$ cat src/design/fsk_decoder_defines.svh
// Purpose: Offsets, field positions and reset values of the FSK decoder back end.
// Assumes: 8-bit register port, one register per address.
// Notes: Included by its bare name.
`ifndef FSK_DECODER_DEFINES_SVH
`define FSK_DECODER_DEFINES_SVH

`define ADDR_W 8
`define DATA_W 8
`define CTRL_ADDR 8'h00
`define STAT_ADDR 8'h01
`define BYTE_ADDR 8'h02

`define CTRL_PWDN_BIT 0
`define CTRL_RING_IRQ_MASK_BIT 1
`define CTRL_CARRIER_IRQ_MASK_BIT 2
`define CTRL_BMSK_BIT 3
`define CTRL_SEL_BIT 4
`define CTRL_EDGE_EN_BIT 5
`define CTRL_W 6
`define CTRL_RESET 6'h0f

`define STAT_RING_BIT 0
`define STAT_CAR_BIT 1
`define STAT_BYTE_BIT 2
`define STAT_EDGE_BIT 3
`define STAT_RAW_BIT 4
`define STAT_COOK_BIT 5
`define FLAG_W 4

`define CHAR_LAST 4'h9
`define BYTE_RESET 8'h00

`endif

$ cat src/design/fsk_decoder_pkg.sv
// Purpose: Types shared by the FSK decoder back end.
// Assumes: Nothing beyond the defines header.
// Notes: Framer states are one-hot.
`default_nettype none
package fsk_decoder_pkg;

  typedef enum logic [1:0] {
    FR_IDLE = 2'b01,
    FR_SHIFT = 2'b10
  } frame_state_t;

endpackage : fsk_decoder_pkg
`default_nettype wire

$ cat src/design/fsk_serial_packet_decoder.sv
// Purpose: Serial outputs, byte framer and event flags of a caller-ID FSK decoder.
// Assumes: Front-end inputs are synchronous to mclk_in; bit_strobe_in marks each bit centre.
// Notes: Registers at 0x00 control, 0x01 status, 0x02 framed byte.
//
// Contract
// - Carrier detect sets carrier flag unless powered down; interrupt if mask zero and enabled.
// - Raw serial bit carries the whole demodulated stream including seizure.
// - Cleaned serial bit follows raw but leaves out the seizure pattern.
// - With no FSK data present both serial bits are held high.
// - Framer drops first and tenth bit of a character, keeps eight.
// - Valid byte is stored, byte flag set; interrupt if mask zero.
// - Framer input is raw or cleaned stream by the source select bit.
// - A character starts only on a zero start bit.
// - With source select one, seizure bits are never framed.
// - Ring detection keeps working while the decoder is powered down.
// - Each falling edge of the raw bit is an interrupt source.
// - A source whose flag is still set raises no further interrupt.
// - Raw-edge enable disables ring, carrier and byte interrupts.
// - Ring flag sets on each falling edge of the ring detect signal.
`timescale 1ns/1ns
`default_nettype none
`include "fsk_decoder_defines.svh"

module fsk_serial_packet_decoder (
  input wire logic mclk_in,
  input wire logic sys_rst_in,
  input wire logic [`ADDR_W-1:0] reg_addr_in,
  input wire logic [`DATA_W-1:0] reg_wdata_in,
  input wire logic reg_wr_in,
  input wire logic reg_rd_in,
  output logic [`DATA_W-1:0] reg_rdata_out,
  input wire logic demod_bit_in,
  input wire logic fsk_present_in,
  input wire logic seizure_in,
  input wire logic carrier_in,
  input wire logic bit_strobe_in,
  input wire logic ring_detect_signal_in,
  input wire logic peri_irq_enable_in,
  output logic raw_serial_bit_out,
  output logic cleaned_serial_bit_out,
  output logic peri_irq_req_out
);
  import fsk_decoder_pkg::*;

  // ----------------------------------------------------------------
  // Register port decode
  // ----------------------------------------------------------------
  logic [`CTRL_W-1:0] ctrl_ff;
  logic [`CTRL_W-1:0] nxt_ctrl;
  logic [`FLAG_W-1:0] flags_ff;
  logic [`FLAG_W-1:0] nxt_flags;
  logic [`DATA_W-1:0] framed_byte_reg_ff;
  logic [`DATA_W-1:0] nxt_framed_byte_reg;
  logic [`DATA_W-1:0] rdata_ff;
  logic [`DATA_W-1:0] nxt_rdata;
  wire ctrl_wr = reg_wr_in && (reg_addr_in == `CTRL_ADDR);
  wire stat_wr = reg_wr_in && (reg_addr_in == `STAT_ADDR);
  wire decoder_power_down = ctrl_ff[`CTRL_PWDN_BIT];
  wire ring_irq_mask = ctrl_ff[`CTRL_RING_IRQ_MASK_BIT];
  wire carrier_irq_mask = ctrl_ff[`CTRL_CARRIER_IRQ_MASK_BIT];
  wire byte_irq_mask = ctrl_ff[`CTRL_BMSK_BIT];
  wire frame_source_select = ctrl_ff[`CTRL_SEL_BIT];
  wire raw_edge_irq_enable = ctrl_ff[`CTRL_EDGE_EN_BIT];

  // ----------------------------------------------------------------
  // Serial outputs
  // ----------------------------------------------------------------
  logic raw_ff;
  logic cook_ff;
  logic nxt_raw;
  logic nxt_cook;
  wire no_data = decoder_power_down || !fsk_present_in;
  assign nxt_raw = no_data ? 1'b1 : demod_bit_in;
  assign nxt_cook = (no_data || seizure_in) ? 1'b1 : demod_bit_in;
  assign raw_serial_bit_out = raw_ff;
  assign cleaned_serial_bit_out = cook_ff;

  always_ff @(posedge mclk_in or posedge sys_rst_in) begin
    if (sys_rst_in) begin
      raw_ff <= 1'b1;
      cook_ff <= 1'b1;
    end else begin
      raw_ff <= nxt_raw;
      cook_ff <= nxt_cook;
    end
  end

  // ----------------------------------------------------------------
  // Byte framer
  // ----------------------------------------------------------------
  frame_state_t state_ff;
  frame_state_t nxt_state;
  logic [3:0] cnt_ff;
  logic [3:0] nxt_cnt;
  logic [`DATA_W-1:0] shift_ff;
  logic [`DATA_W-1:0] nxt_shift;
  logic byte_done;
  wire frame_bit = frame_source_select ? nxt_cook : nxt_raw;
  wire seizure_block = frame_source_select && seizure_in;
  wire sample = bit_strobe_in && !decoder_power_down;

  always_comb begin
    nxt_state = state_ff;
    nxt_cnt = cnt_ff;
    nxt_shift = shift_ff;
    byte_done = 1'b0;
    case (state_ff)
      FR_IDLE: begin
        if (sample && !frame_bit && !seizure_block) begin
          nxt_state = FR_SHIFT;
          nxt_cnt = 4'h1;
        end
      end
      FR_SHIFT: begin
        if (decoder_power_down || seizure_block) begin
          nxt_state = FR_IDLE;
        end else if (sample) begin
          nxt_cnt = cnt_ff + 4'h1;
          if (cnt_ff == `CHAR_LAST) begin
            nxt_state = FR_IDLE;
            byte_done = 1'b1;
          end else begin
            nxt_shift = {frame_bit, shift_ff[`DATA_W-1:1]};
          end
        end
      end
      default: begin
        nxt_state = FR_IDLE;
      end
    endcase
  end

  always_ff @(posedge mclk_in or posedge sys_rst_in) begin
    if (sys_rst_in) begin
      state_ff <= FR_IDLE;
      cnt_ff <= 4'h0;
      shift_ff <= `BYTE_RESET;
    end else begin
      state_ff <= nxt_state;
      cnt_ff <= nxt_cnt;
      shift_ff <= nxt_shift;
    end
  end

  // ----------------------------------------------------------------
  // Events, flags and interrupt request
  // ----------------------------------------------------------------
  logic ring_d_ff;
  logic car_d_ff;
  logic irq_ff;
  logic [`FLAG_W-1:0] ev;
  logic [`FLAG_W-1:0] clr;
  logic [`FLAG_W-1:0] fresh;
  logic nxt_irq;
  assign ev[`STAT_RING_BIT] = ring_d_ff && !ring_detect_signal_in;
  assign ev[`STAT_CAR_BIT] = carrier_in && !car_d_ff && !decoder_power_down;
  assign ev[`STAT_BYTE_BIT] = byte_done;
  assign ev[`STAT_EDGE_BIT] = raw_ff && !nxt_raw;
  assign clr = stat_wr ? ~reg_wdata_in[`FLAG_W-1:0] : {`FLAG_W{1'b0}};
  assign fresh = ev & ~flags_ff;
  assign nxt_flags = (flags_ff & ~clr) | ev;
  assign nxt_irq = peri_irq_enable_in && (raw_edge_irq_enable ? fresh[`STAT_EDGE_BIT]
    : ((fresh[`STAT_RING_BIT] && !ring_irq_mask) || (fresh[`STAT_CAR_BIT] && !carrier_irq_mask)
    || (fresh[`STAT_BYTE_BIT] && !byte_irq_mask)));
  assign nxt_ctrl = ctrl_wr ? reg_wdata_in[`CTRL_W-1:0] : ctrl_ff;
  assign nxt_framed_byte_reg = byte_done ? shift_ff : framed_byte_reg_ff;
  assign peri_irq_req_out = irq_ff;

  always_ff @(posedge mclk_in or posedge sys_rst_in) begin
    if (sys_rst_in) begin
      ring_d_ff <= 1'b1;
      car_d_ff <= 1'b0;
      flags_ff <= {`FLAG_W{1'b0}};
      irq_ff <= 1'b0;
      ctrl_ff <= `CTRL_RESET;
      framed_byte_reg_ff <= `BYTE_RESET;
    end else begin
      ring_d_ff <= ring_detect_signal_in;
      car_d_ff <= carrier_in;
      flags_ff <= nxt_flags;
      irq_ff <= nxt_irq;
      ctrl_ff <= nxt_ctrl;
      framed_byte_reg_ff <= nxt_framed_byte_reg;
    end
  end

  // ----------------------------------------------------------------
  // Read data
  // ----------------------------------------------------------------
  wire [`DATA_W-1:0] ctrl_rd = {2'b00, ctrl_ff};
  wire [`DATA_W-1:0] stat_rd = {2'b00, cook_ff, raw_ff, flags_ff};
  assign nxt_rdata = !reg_rd_in ? `BYTE_RESET
    : (reg_addr_in == `CTRL_ADDR) ? ctrl_rd
    : (reg_addr_in == `STAT_ADDR) ? stat_rd
    : (reg_addr_in == `BYTE_ADDR) ? framed_byte_reg_ff
    : `BYTE_RESET;
  assign reg_rdata_out = rdata_ff;

  always_ff @(posedge mclk_in or posedge sys_rst_in) begin
    if (sys_rst_in) begin
      rdata_ff <= `BYTE_RESET;
    end else begin
      rdata_ff <= nxt_rdata;
    end
  end

  // ----------------------------------------------------------------
  // Assertions
  // ----------------------------------------------------------------
  chk_pwdn_holds_high:
  assert property (@(posedge mclk_in) disable iff (sys_rst_in)
    $past(decoder_power_down) |-> raw_serial_bit_out && cleaned_serial_bit_out)
    else $error("Serial bits not high while powered down.");

  chk_raw_follows:
  assert property (@(posedge mclk_in) disable iff (sys_rst_in)
    (!decoder_power_down && fsk_present_in) |=> raw_serial_bit_out == $past(demod_bit_in))
    else $error("Raw bit does not follow demodulated stream.");

  chk_cook_no_seizure:
  assert property (@(posedge mclk_in) disable iff (sys_rst_in)
    seizure_in |=> cleaned_serial_bit_out)
    else $error("Cleaned bit shows seizure pattern.");

  chk_carrier_flag_set:
  assert property (@(posedge mclk_in) disable iff (sys_rst_in)
    (carrier_in && !car_d_ff && !decoder_power_down) |=> flags_ff[`STAT_CAR_BIT])
    else $error("Carrier flag not set on carrier detect.");

  chk_ring_in_pwdn:
  assert property (@(posedge mclk_in) disable iff (sys_rst_in)
    (decoder_power_down && ring_d_ff && !ring_detect_signal_in)
    |=> flags_ff[`STAT_RING_BIT])
    else $error("Ring flag lost while powered down.");

  chk_byte_store:
  assert property (@(posedge mclk_in) disable iff (sys_rst_in)
    byte_done |=> framed_byte_reg_ff == $past(shift_ff) && flags_ff[`STAT_BYTE_BIT])
    else $error("Framed byte not stored with flag.");

  chk_byte_hold:
  assert property (@(posedge mclk_in) disable iff (sys_rst_in)
    !byte_done |=> $stable(framed_byte_reg_ff))
    else $error("Framed byte changed without a new byte.");

  chk_start_zero:
  assert property (@(posedge mclk_in) disable iff (sys_rst_in)
    (state_ff == FR_IDLE && frame_bit) |=> state_ff == FR_IDLE)
    else $error("Framer started on a mark bit.");

  chk_edge_flag:
  assert property (@(posedge mclk_in) disable iff (sys_rst_in)
    $fell(raw_serial_bit_out) |-> flags_ff[`STAT_EDGE_BIT])
    else $error("Raw falling edge did not set its flag.");

  chk_edge_excl:
  assert property (@(posedge mclk_in) disable iff (sys_rst_in)
    (raw_edge_irq_enable && !ev[`STAT_EDGE_BIT]) |=> !peri_irq_req_out)
    else $error("Other source interrupted while raw-edge enabled.");

  chk_flag_suppress:
  assert property (@(posedge mclk_in) disable iff (sys_rst_in)
    (&flags_ff) |=> !peri_irq_req_out)
    else $error("Interrupt raised while every flag was set.");

  chk_cook_follows:
  assert property (@(posedge mclk_in) disable iff (sys_rst_in)
    (!decoder_power_down && fsk_present_in && !seizure_in)
    |=> cleaned_serial_bit_out == $past(demod_bit_in))
    else $error("Cleaned bit does not follow demodulated stream.");

  chk_absent_high:
  assert property (@(posedge mclk_in) disable iff (sys_rst_in)
    !fsk_present_in |=> raw_serial_bit_out && cleaned_serial_bit_out)
    else $error("Serial bits not high without FSK data.");

  chk_ring_flag_set:
  assert property (@(posedge mclk_in) disable iff (sys_rst_in)
    (ring_d_ff && !ring_detect_signal_in) |=> flags_ff[`STAT_RING_BIT])
    else $error("Ring flag not set on ring detect falling edge.");

  chk_edge_irq:
  assert property (@(posedge mclk_in) disable iff (sys_rst_in)
    (peri_irq_enable_in && raw_edge_irq_enable && ev[`STAT_EDGE_BIT]
    && !flags_ff[`STAT_EDGE_BIT]) |=> peri_irq_req_out)
    else $error("Raw falling edge did not interrupt.");

  chk_irq_needs_enable:
  assert property (@(posedge mclk_in) disable iff (sys_rst_in)
    !peri_irq_enable_in |=> !peri_irq_req_out)
    else $error("Interrupt raised while peripheral interrupts disabled.");

  chk_byte_irq:
  assert property (@(posedge mclk_in) disable iff (sys_rst_in)
    (peri_irq_enable_in && !raw_edge_irq_enable && !byte_irq_mask && byte_done
    && !flags_ff[`STAT_BYTE_BIT]) |=> peri_irq_req_out)
    else $error("Unmasked framed byte did not interrupt.");

  chk_carrier_irq:
  assert property (@(posedge mclk_in) disable iff (sys_rst_in)
    (peri_irq_enable_in && !raw_edge_irq_enable && !carrier_irq_mask && ev[`STAT_CAR_BIT]
    && !flags_ff[`STAT_CAR_BIT]) |=> peri_irq_req_out)
    else $error("Unmasked carrier detect did not interrupt.");

  chk_ring_irq:
  assert property (@(posedge mclk_in) disable iff (sys_rst_in)
    (peri_irq_enable_in && !raw_edge_irq_enable && !ring_irq_mask && ev[`STAT_RING_BIT]
    && !flags_ff[`STAT_RING_BIT]) |=> peri_irq_req_out)
    else $error("Unmasked ring detect did not interrupt.");

  chk_masked_quiet:
  assert property (@(posedge mclk_in) disable iff (sys_rst_in)
    (!raw_edge_irq_enable && ring_irq_mask && carrier_irq_mask && byte_irq_mask)
    |=> !peri_irq_req_out)
    else $error("Interrupt raised while every source was masked.");

  chk_pwdn_idle:
  assert property (@(posedge mclk_in) disable iff (sys_rst_in)
    decoder_power_down |=> state_ff == FR_IDLE)
    else $error("Framer active while powered down.");

  chk_seize_no_byte:
  assert property (@(posedge mclk_in) disable iff (sys_rst_in)
    (frame_source_select && seizure_in) |-> !byte_done)
    else $error("Seizure bits framed into a byte.");

  chk_pwdn_no_byte:
  assert property (@(posedge mclk_in) disable iff (sys_rst_in)
    decoder_power_down |-> !byte_done)
    else $error("Byte framed while powered down.");

  chk_flag_sticky:
  assert property (@(posedge mclk_in) disable iff (sys_rst_in)
    !stat_wr |=> (flags_ff & $past(flags_ff)) == $past(flags_ff))
    else $error("Event flag cleared without a status write.");

  chk_cnt_range:
  assert property (@(posedge mclk_in) disable iff (sys_rst_in)
    state_ff == FR_SHIFT
    |-> cnt_ff >= 4'h1 && cnt_ff <= `CHAR_LAST)
    else $error("Framer bit count out of range.");

  chk_read_idle:
  assert property (@(posedge mclk_in) disable iff (sys_rst_in)
    !reg_rd_in |=> reg_rdata_out == `BYTE_RESET)
    else $error("Read data present without a read strobe.");

endmodule : fsk_serial_packet_decoder
`default_nettype wire

$ cat config.mk
export PLATFORM = sky130hd
export DESIGN_NAME = fsk_serial_packet_decoder
export DESIGN_NICKNAME = d
export VERILOG_FILES = /design/src/design/fsk_decoder_pkg.sv /design/src/design/fsk_serial_packet_decoder.sv
export VERILOG_INCLUDE_DIRS = /design/src /design/src/design
export SDC_FILE = /design/constraint.sdc
export NUM_CORES = 1
export LEC_CHECK = 0
export ABC_AREA = 1
export BUFFER_PORTS_ARGS = -buffer_cell sky130_fd_sc_hd__buf_2
export CORE_MARGIN = 3
export CORE_UTILIZATION = 59
export CTS_CLUSTER_DIAMETER = 30
export DETAILED_ROUTE_END_ITERATION = 16
export PLACE_DENSITY = 0.83
export SLEW_MARGIN = 25
export SYNTH_ARGS = -nofsm -noshare
export SYNTH_HDL_FRONTEND = slang
export SYNTH_SLANG_ARGS = --single-unit
$ cat constraint.sdc
create_clock -name mclk_in -period 2.7 [get_ports mclk_in]
set_input_delay 0.54 -clock mclk_in [delete_from_list [all_inputs] [get_ports mclk_in]]
set_output_delay 0.54 -clock mclk_in [all_outputs]
set_load 0.02 [all_outputs]
==> results.md <==
- Crit-path max FO: 4
- Chip height: 66.8 um
- Final ANT Viol Nets: 0
- Post-synthesis sequential area ratio: 52.1%
- Fin nets: 327
- YS warnings: 0
- Run status: complete, no violations
- Cell Area, Synth: 2180 um2
- Vias in the first global route: 1608
- Unrepaired setup endpoints after global routing: no
- Initial core utilization: 63.4%
- N_diodes: 0
- CP peak stage delay: 560 ps
- Post-synth EDFFs: 0
- Rel. slew slack: 48.0%
- Post-synth top flop: dfrtp_1
- Slowest stage cell on the critical path: dfstp_2
- Die Wd: 66.8 um
- CP Launch Type: register
- RePlAce Congestion: 0.866
- CP Buf/Inv Count: 1
- 1st-iter DRT viols: 93
- Synthesized net count: 288
- Tmin final: 1560 ps
- Core box area: 3440 um2
- Die ar.: 4460 um2
- Total grt overflow: 0
- Final slew viol count: 0
- Antenna violations before repair: 0
- Clock-pin slew on the worst setup and hold paths: 80 ps
- Synth unique cells: 25
- Area Overhead vs Synth: 14.9%
- Post-DP HPWL: 3110 um
- Worst Clk Skew: 6.20 ps
- Yosys top cell by area: dfrtp_1
- Htree depth: 2
- Flops & latches, synth: 45
- First-pass GRT wire length: 6840 um
- Worst EP arrival: 1020 ps
- CP required: 2160 ps
- Routed vias: 1717
- Latest clock arrival within the worst-skew pair: 290 ps
- Longest Clk Path Bufs: 2
- Most common cell in the netlist: nand2_1
- Routed WL: 3990 um
- Core Util, Final: 72.8%
- Port buffer count: 35
- Mean Syn Cell Area: 8.43 um2
- Fmax: 0.642 GHz
- Post-route setup TNS: 0 ps
- Total Power: 1310 uW
- Count of final setup violators: 0
- Power Dens Cells: 522 nW/um2
- Slew @ Worst Pin: 775 ps
- Synth top area cells: dfrtp_1 (42%), nand2_1 (11%), dfstp_2 (9.6%), inv_1 (7.2%), nand3_1 (6.9%)
- Mapped Cells: 259
- Max-cap violations: 0
- Most instantiated cells after synthesis: nand2_1 (63), inv_1 (42), dfrtp_1 (37)
- Top cell type's share of synthesized area: 42.4%
- DRC violation count after routing: 0
- Worst path cell trace: buf_2
- CTS Hold Bufs: 0
- Fin crit share: 57.7%
- Io pins: 38
- Vias/cell: 4.98
- CP Class: reg2out
- TritonCTS buffer count: 5
- Maximum vdd drop: 0.447 mV
- Pleak: 0.00135 uW
- Asr flop ratio synth: 100%
- DR pass1 iterations: 4
- Wire per inst: 11.6 um
- Placed Instances: 337
- GRT Resource Usage Total: 20.7%
- Cell Rows: 21
- Hold Crit Class: in2async
- Cts repair resizes: 0
- Fraction of layout cells with a size suffix above 1: 25.4%
- Non-Filler Instances: 345
- Post-CTS Setup Inserts: 0
- Largest net degree at the start of global routing: 24
- Setup crit end kind: output pin
- Final Hold Fails: 0
- Clk sinks: 45
- CTS root buf: clkbuf_8
- Critical path's top delay family: flip-flops
- TritonCTS clock tree: yes
==> worst paths after layout <==
check	from	to	slack (ps)	cells after the start
max	raw_serial_bit_out	raw_serial_bit_out	1140	1
min	sys_rst_in	ctrl_ff[4]	280	2
max reg2reg	cnt_ff[1]	framed_byte_reg_ff[2]	1190	7
min reg2reg	shift_ff[1]	shift_ff[0]	480	2
max in group asynchronous	sys_rst_in	ctrl_ff[2]	1660	3
min in group mclk_in	ring_detect_signal_in	ring_d_ff	350	1
==> power by group <==
part	switching [uW]	total (uW)	internal (uW)
Combinational	60.3	91.8	31.5
Sequential	10.5	704	694
Clock	210	511	301
==> cell families (layout without fill, tap and decap cells) <==
family          Yosys count  after routing  share of synthesized area, %
simple gates            133            133                          28.6
buf+inv                  49             89                          9.23
compound gates           28             28                          8.14
xor+xnor                  2              2                         0.803
fa+ha+maj                 2              2                          1.15
flops                    45             45                          52.1
==> through the flow <==
step	worst slack [ps]	hold WS, ps	instance area, um2
after floorplan	1110	455	2180
after global placement	1150	460	2390
after detailed placement	1130	469	2390
after CTS	1120	296	2510
after global routing	1050	318	2510
final	1140	284	2510
==> final cells by class <==
class,count,area [um2]
Sequential cell,45,1140
Fill cell,285,936
Multi-Input combinational cell,165,845
Timing Repair Buffer,36,183
Inverter,45,169
Clock buffer,7,86.3
Tap cell,46,57.6
Clock inverter,1,30.0
==> sequential cells by signal, summed over array words and instances, names as in the netlist <==
signal / flops
car_d_ff: 1
cleaned_serial_bit_out: 1
cnt_ff: 4
ctrl_ff: 6
flags_ff: 4
framed_byte_reg_ff: 8
peri_irq_req_out: 1
raw_serial_bit_out: 1
reg_rdata_out: 8
ring_d_ff: 1
shift_ff: 8
state_ff: 2
==> cells in the final DEF (no fill, tap or decap) <==
| master | Yosys | layout |
|---|---|---|
| a21oi_1 | 8 | 8 |
| buf_2 | 2 | 35 |
| buf_4 | 0 | 1 |
| bufinv_16 | 0 | 1 |
| clkbuf_1 | 0 | 1 |
| clkbuf_8 | 0 | 6 |
| clkinv_1 | 0 | 1 |
| dfrtp_1 | 37 | 37 |
| dfstp_2 | 8 | 8 |
| ha_1 | 2 | 2 |
| inv_1 | 42 | 41 |
| inv_2 | 3 | 3 |
| nand2_1 | 63 | 63 |
| nand2_2 | 4 | 4 |
| nand2_4 | 1 | 1 |
| nand3_1 | 30 | 30 |
| nand3b_1 | 1 | 1 |
| nand4_1 | 2 | 2 |
| nor2_1 | 24 | 24 |
| nor2_2 | 1 | 1 |
| nor2_4 | 1 | 1 |
| nor2_8 | 2 | 2 |
| nor3_1 | 1 | 1 |
| nor3_4 | 1 | 1 |
| o21ai_1 | 10 | 10 |
| o21ai_2 | 10 | 10 |
| or2_2 | 2 | 2 |
| xnor2_1 | 1 | 1 |
| xor2_1 | 1 | 1 |
==> layer usage <==
metal | routed length, um | share of wire [%] | vias to the layer above | GRT usage, %
met4 | 97 | 2.4 | 0 | 8.12
met1 | 1770 | 44 | 783 | 25.1
met5 | 0 | 0 | - | 0
li1 | - | - | 882 | -
met2 | 1920 | 48 | 42 | 34.9
met3 | 196 | 4.9 | 10 | 5.56
Power figures use the tool's default switching activity.
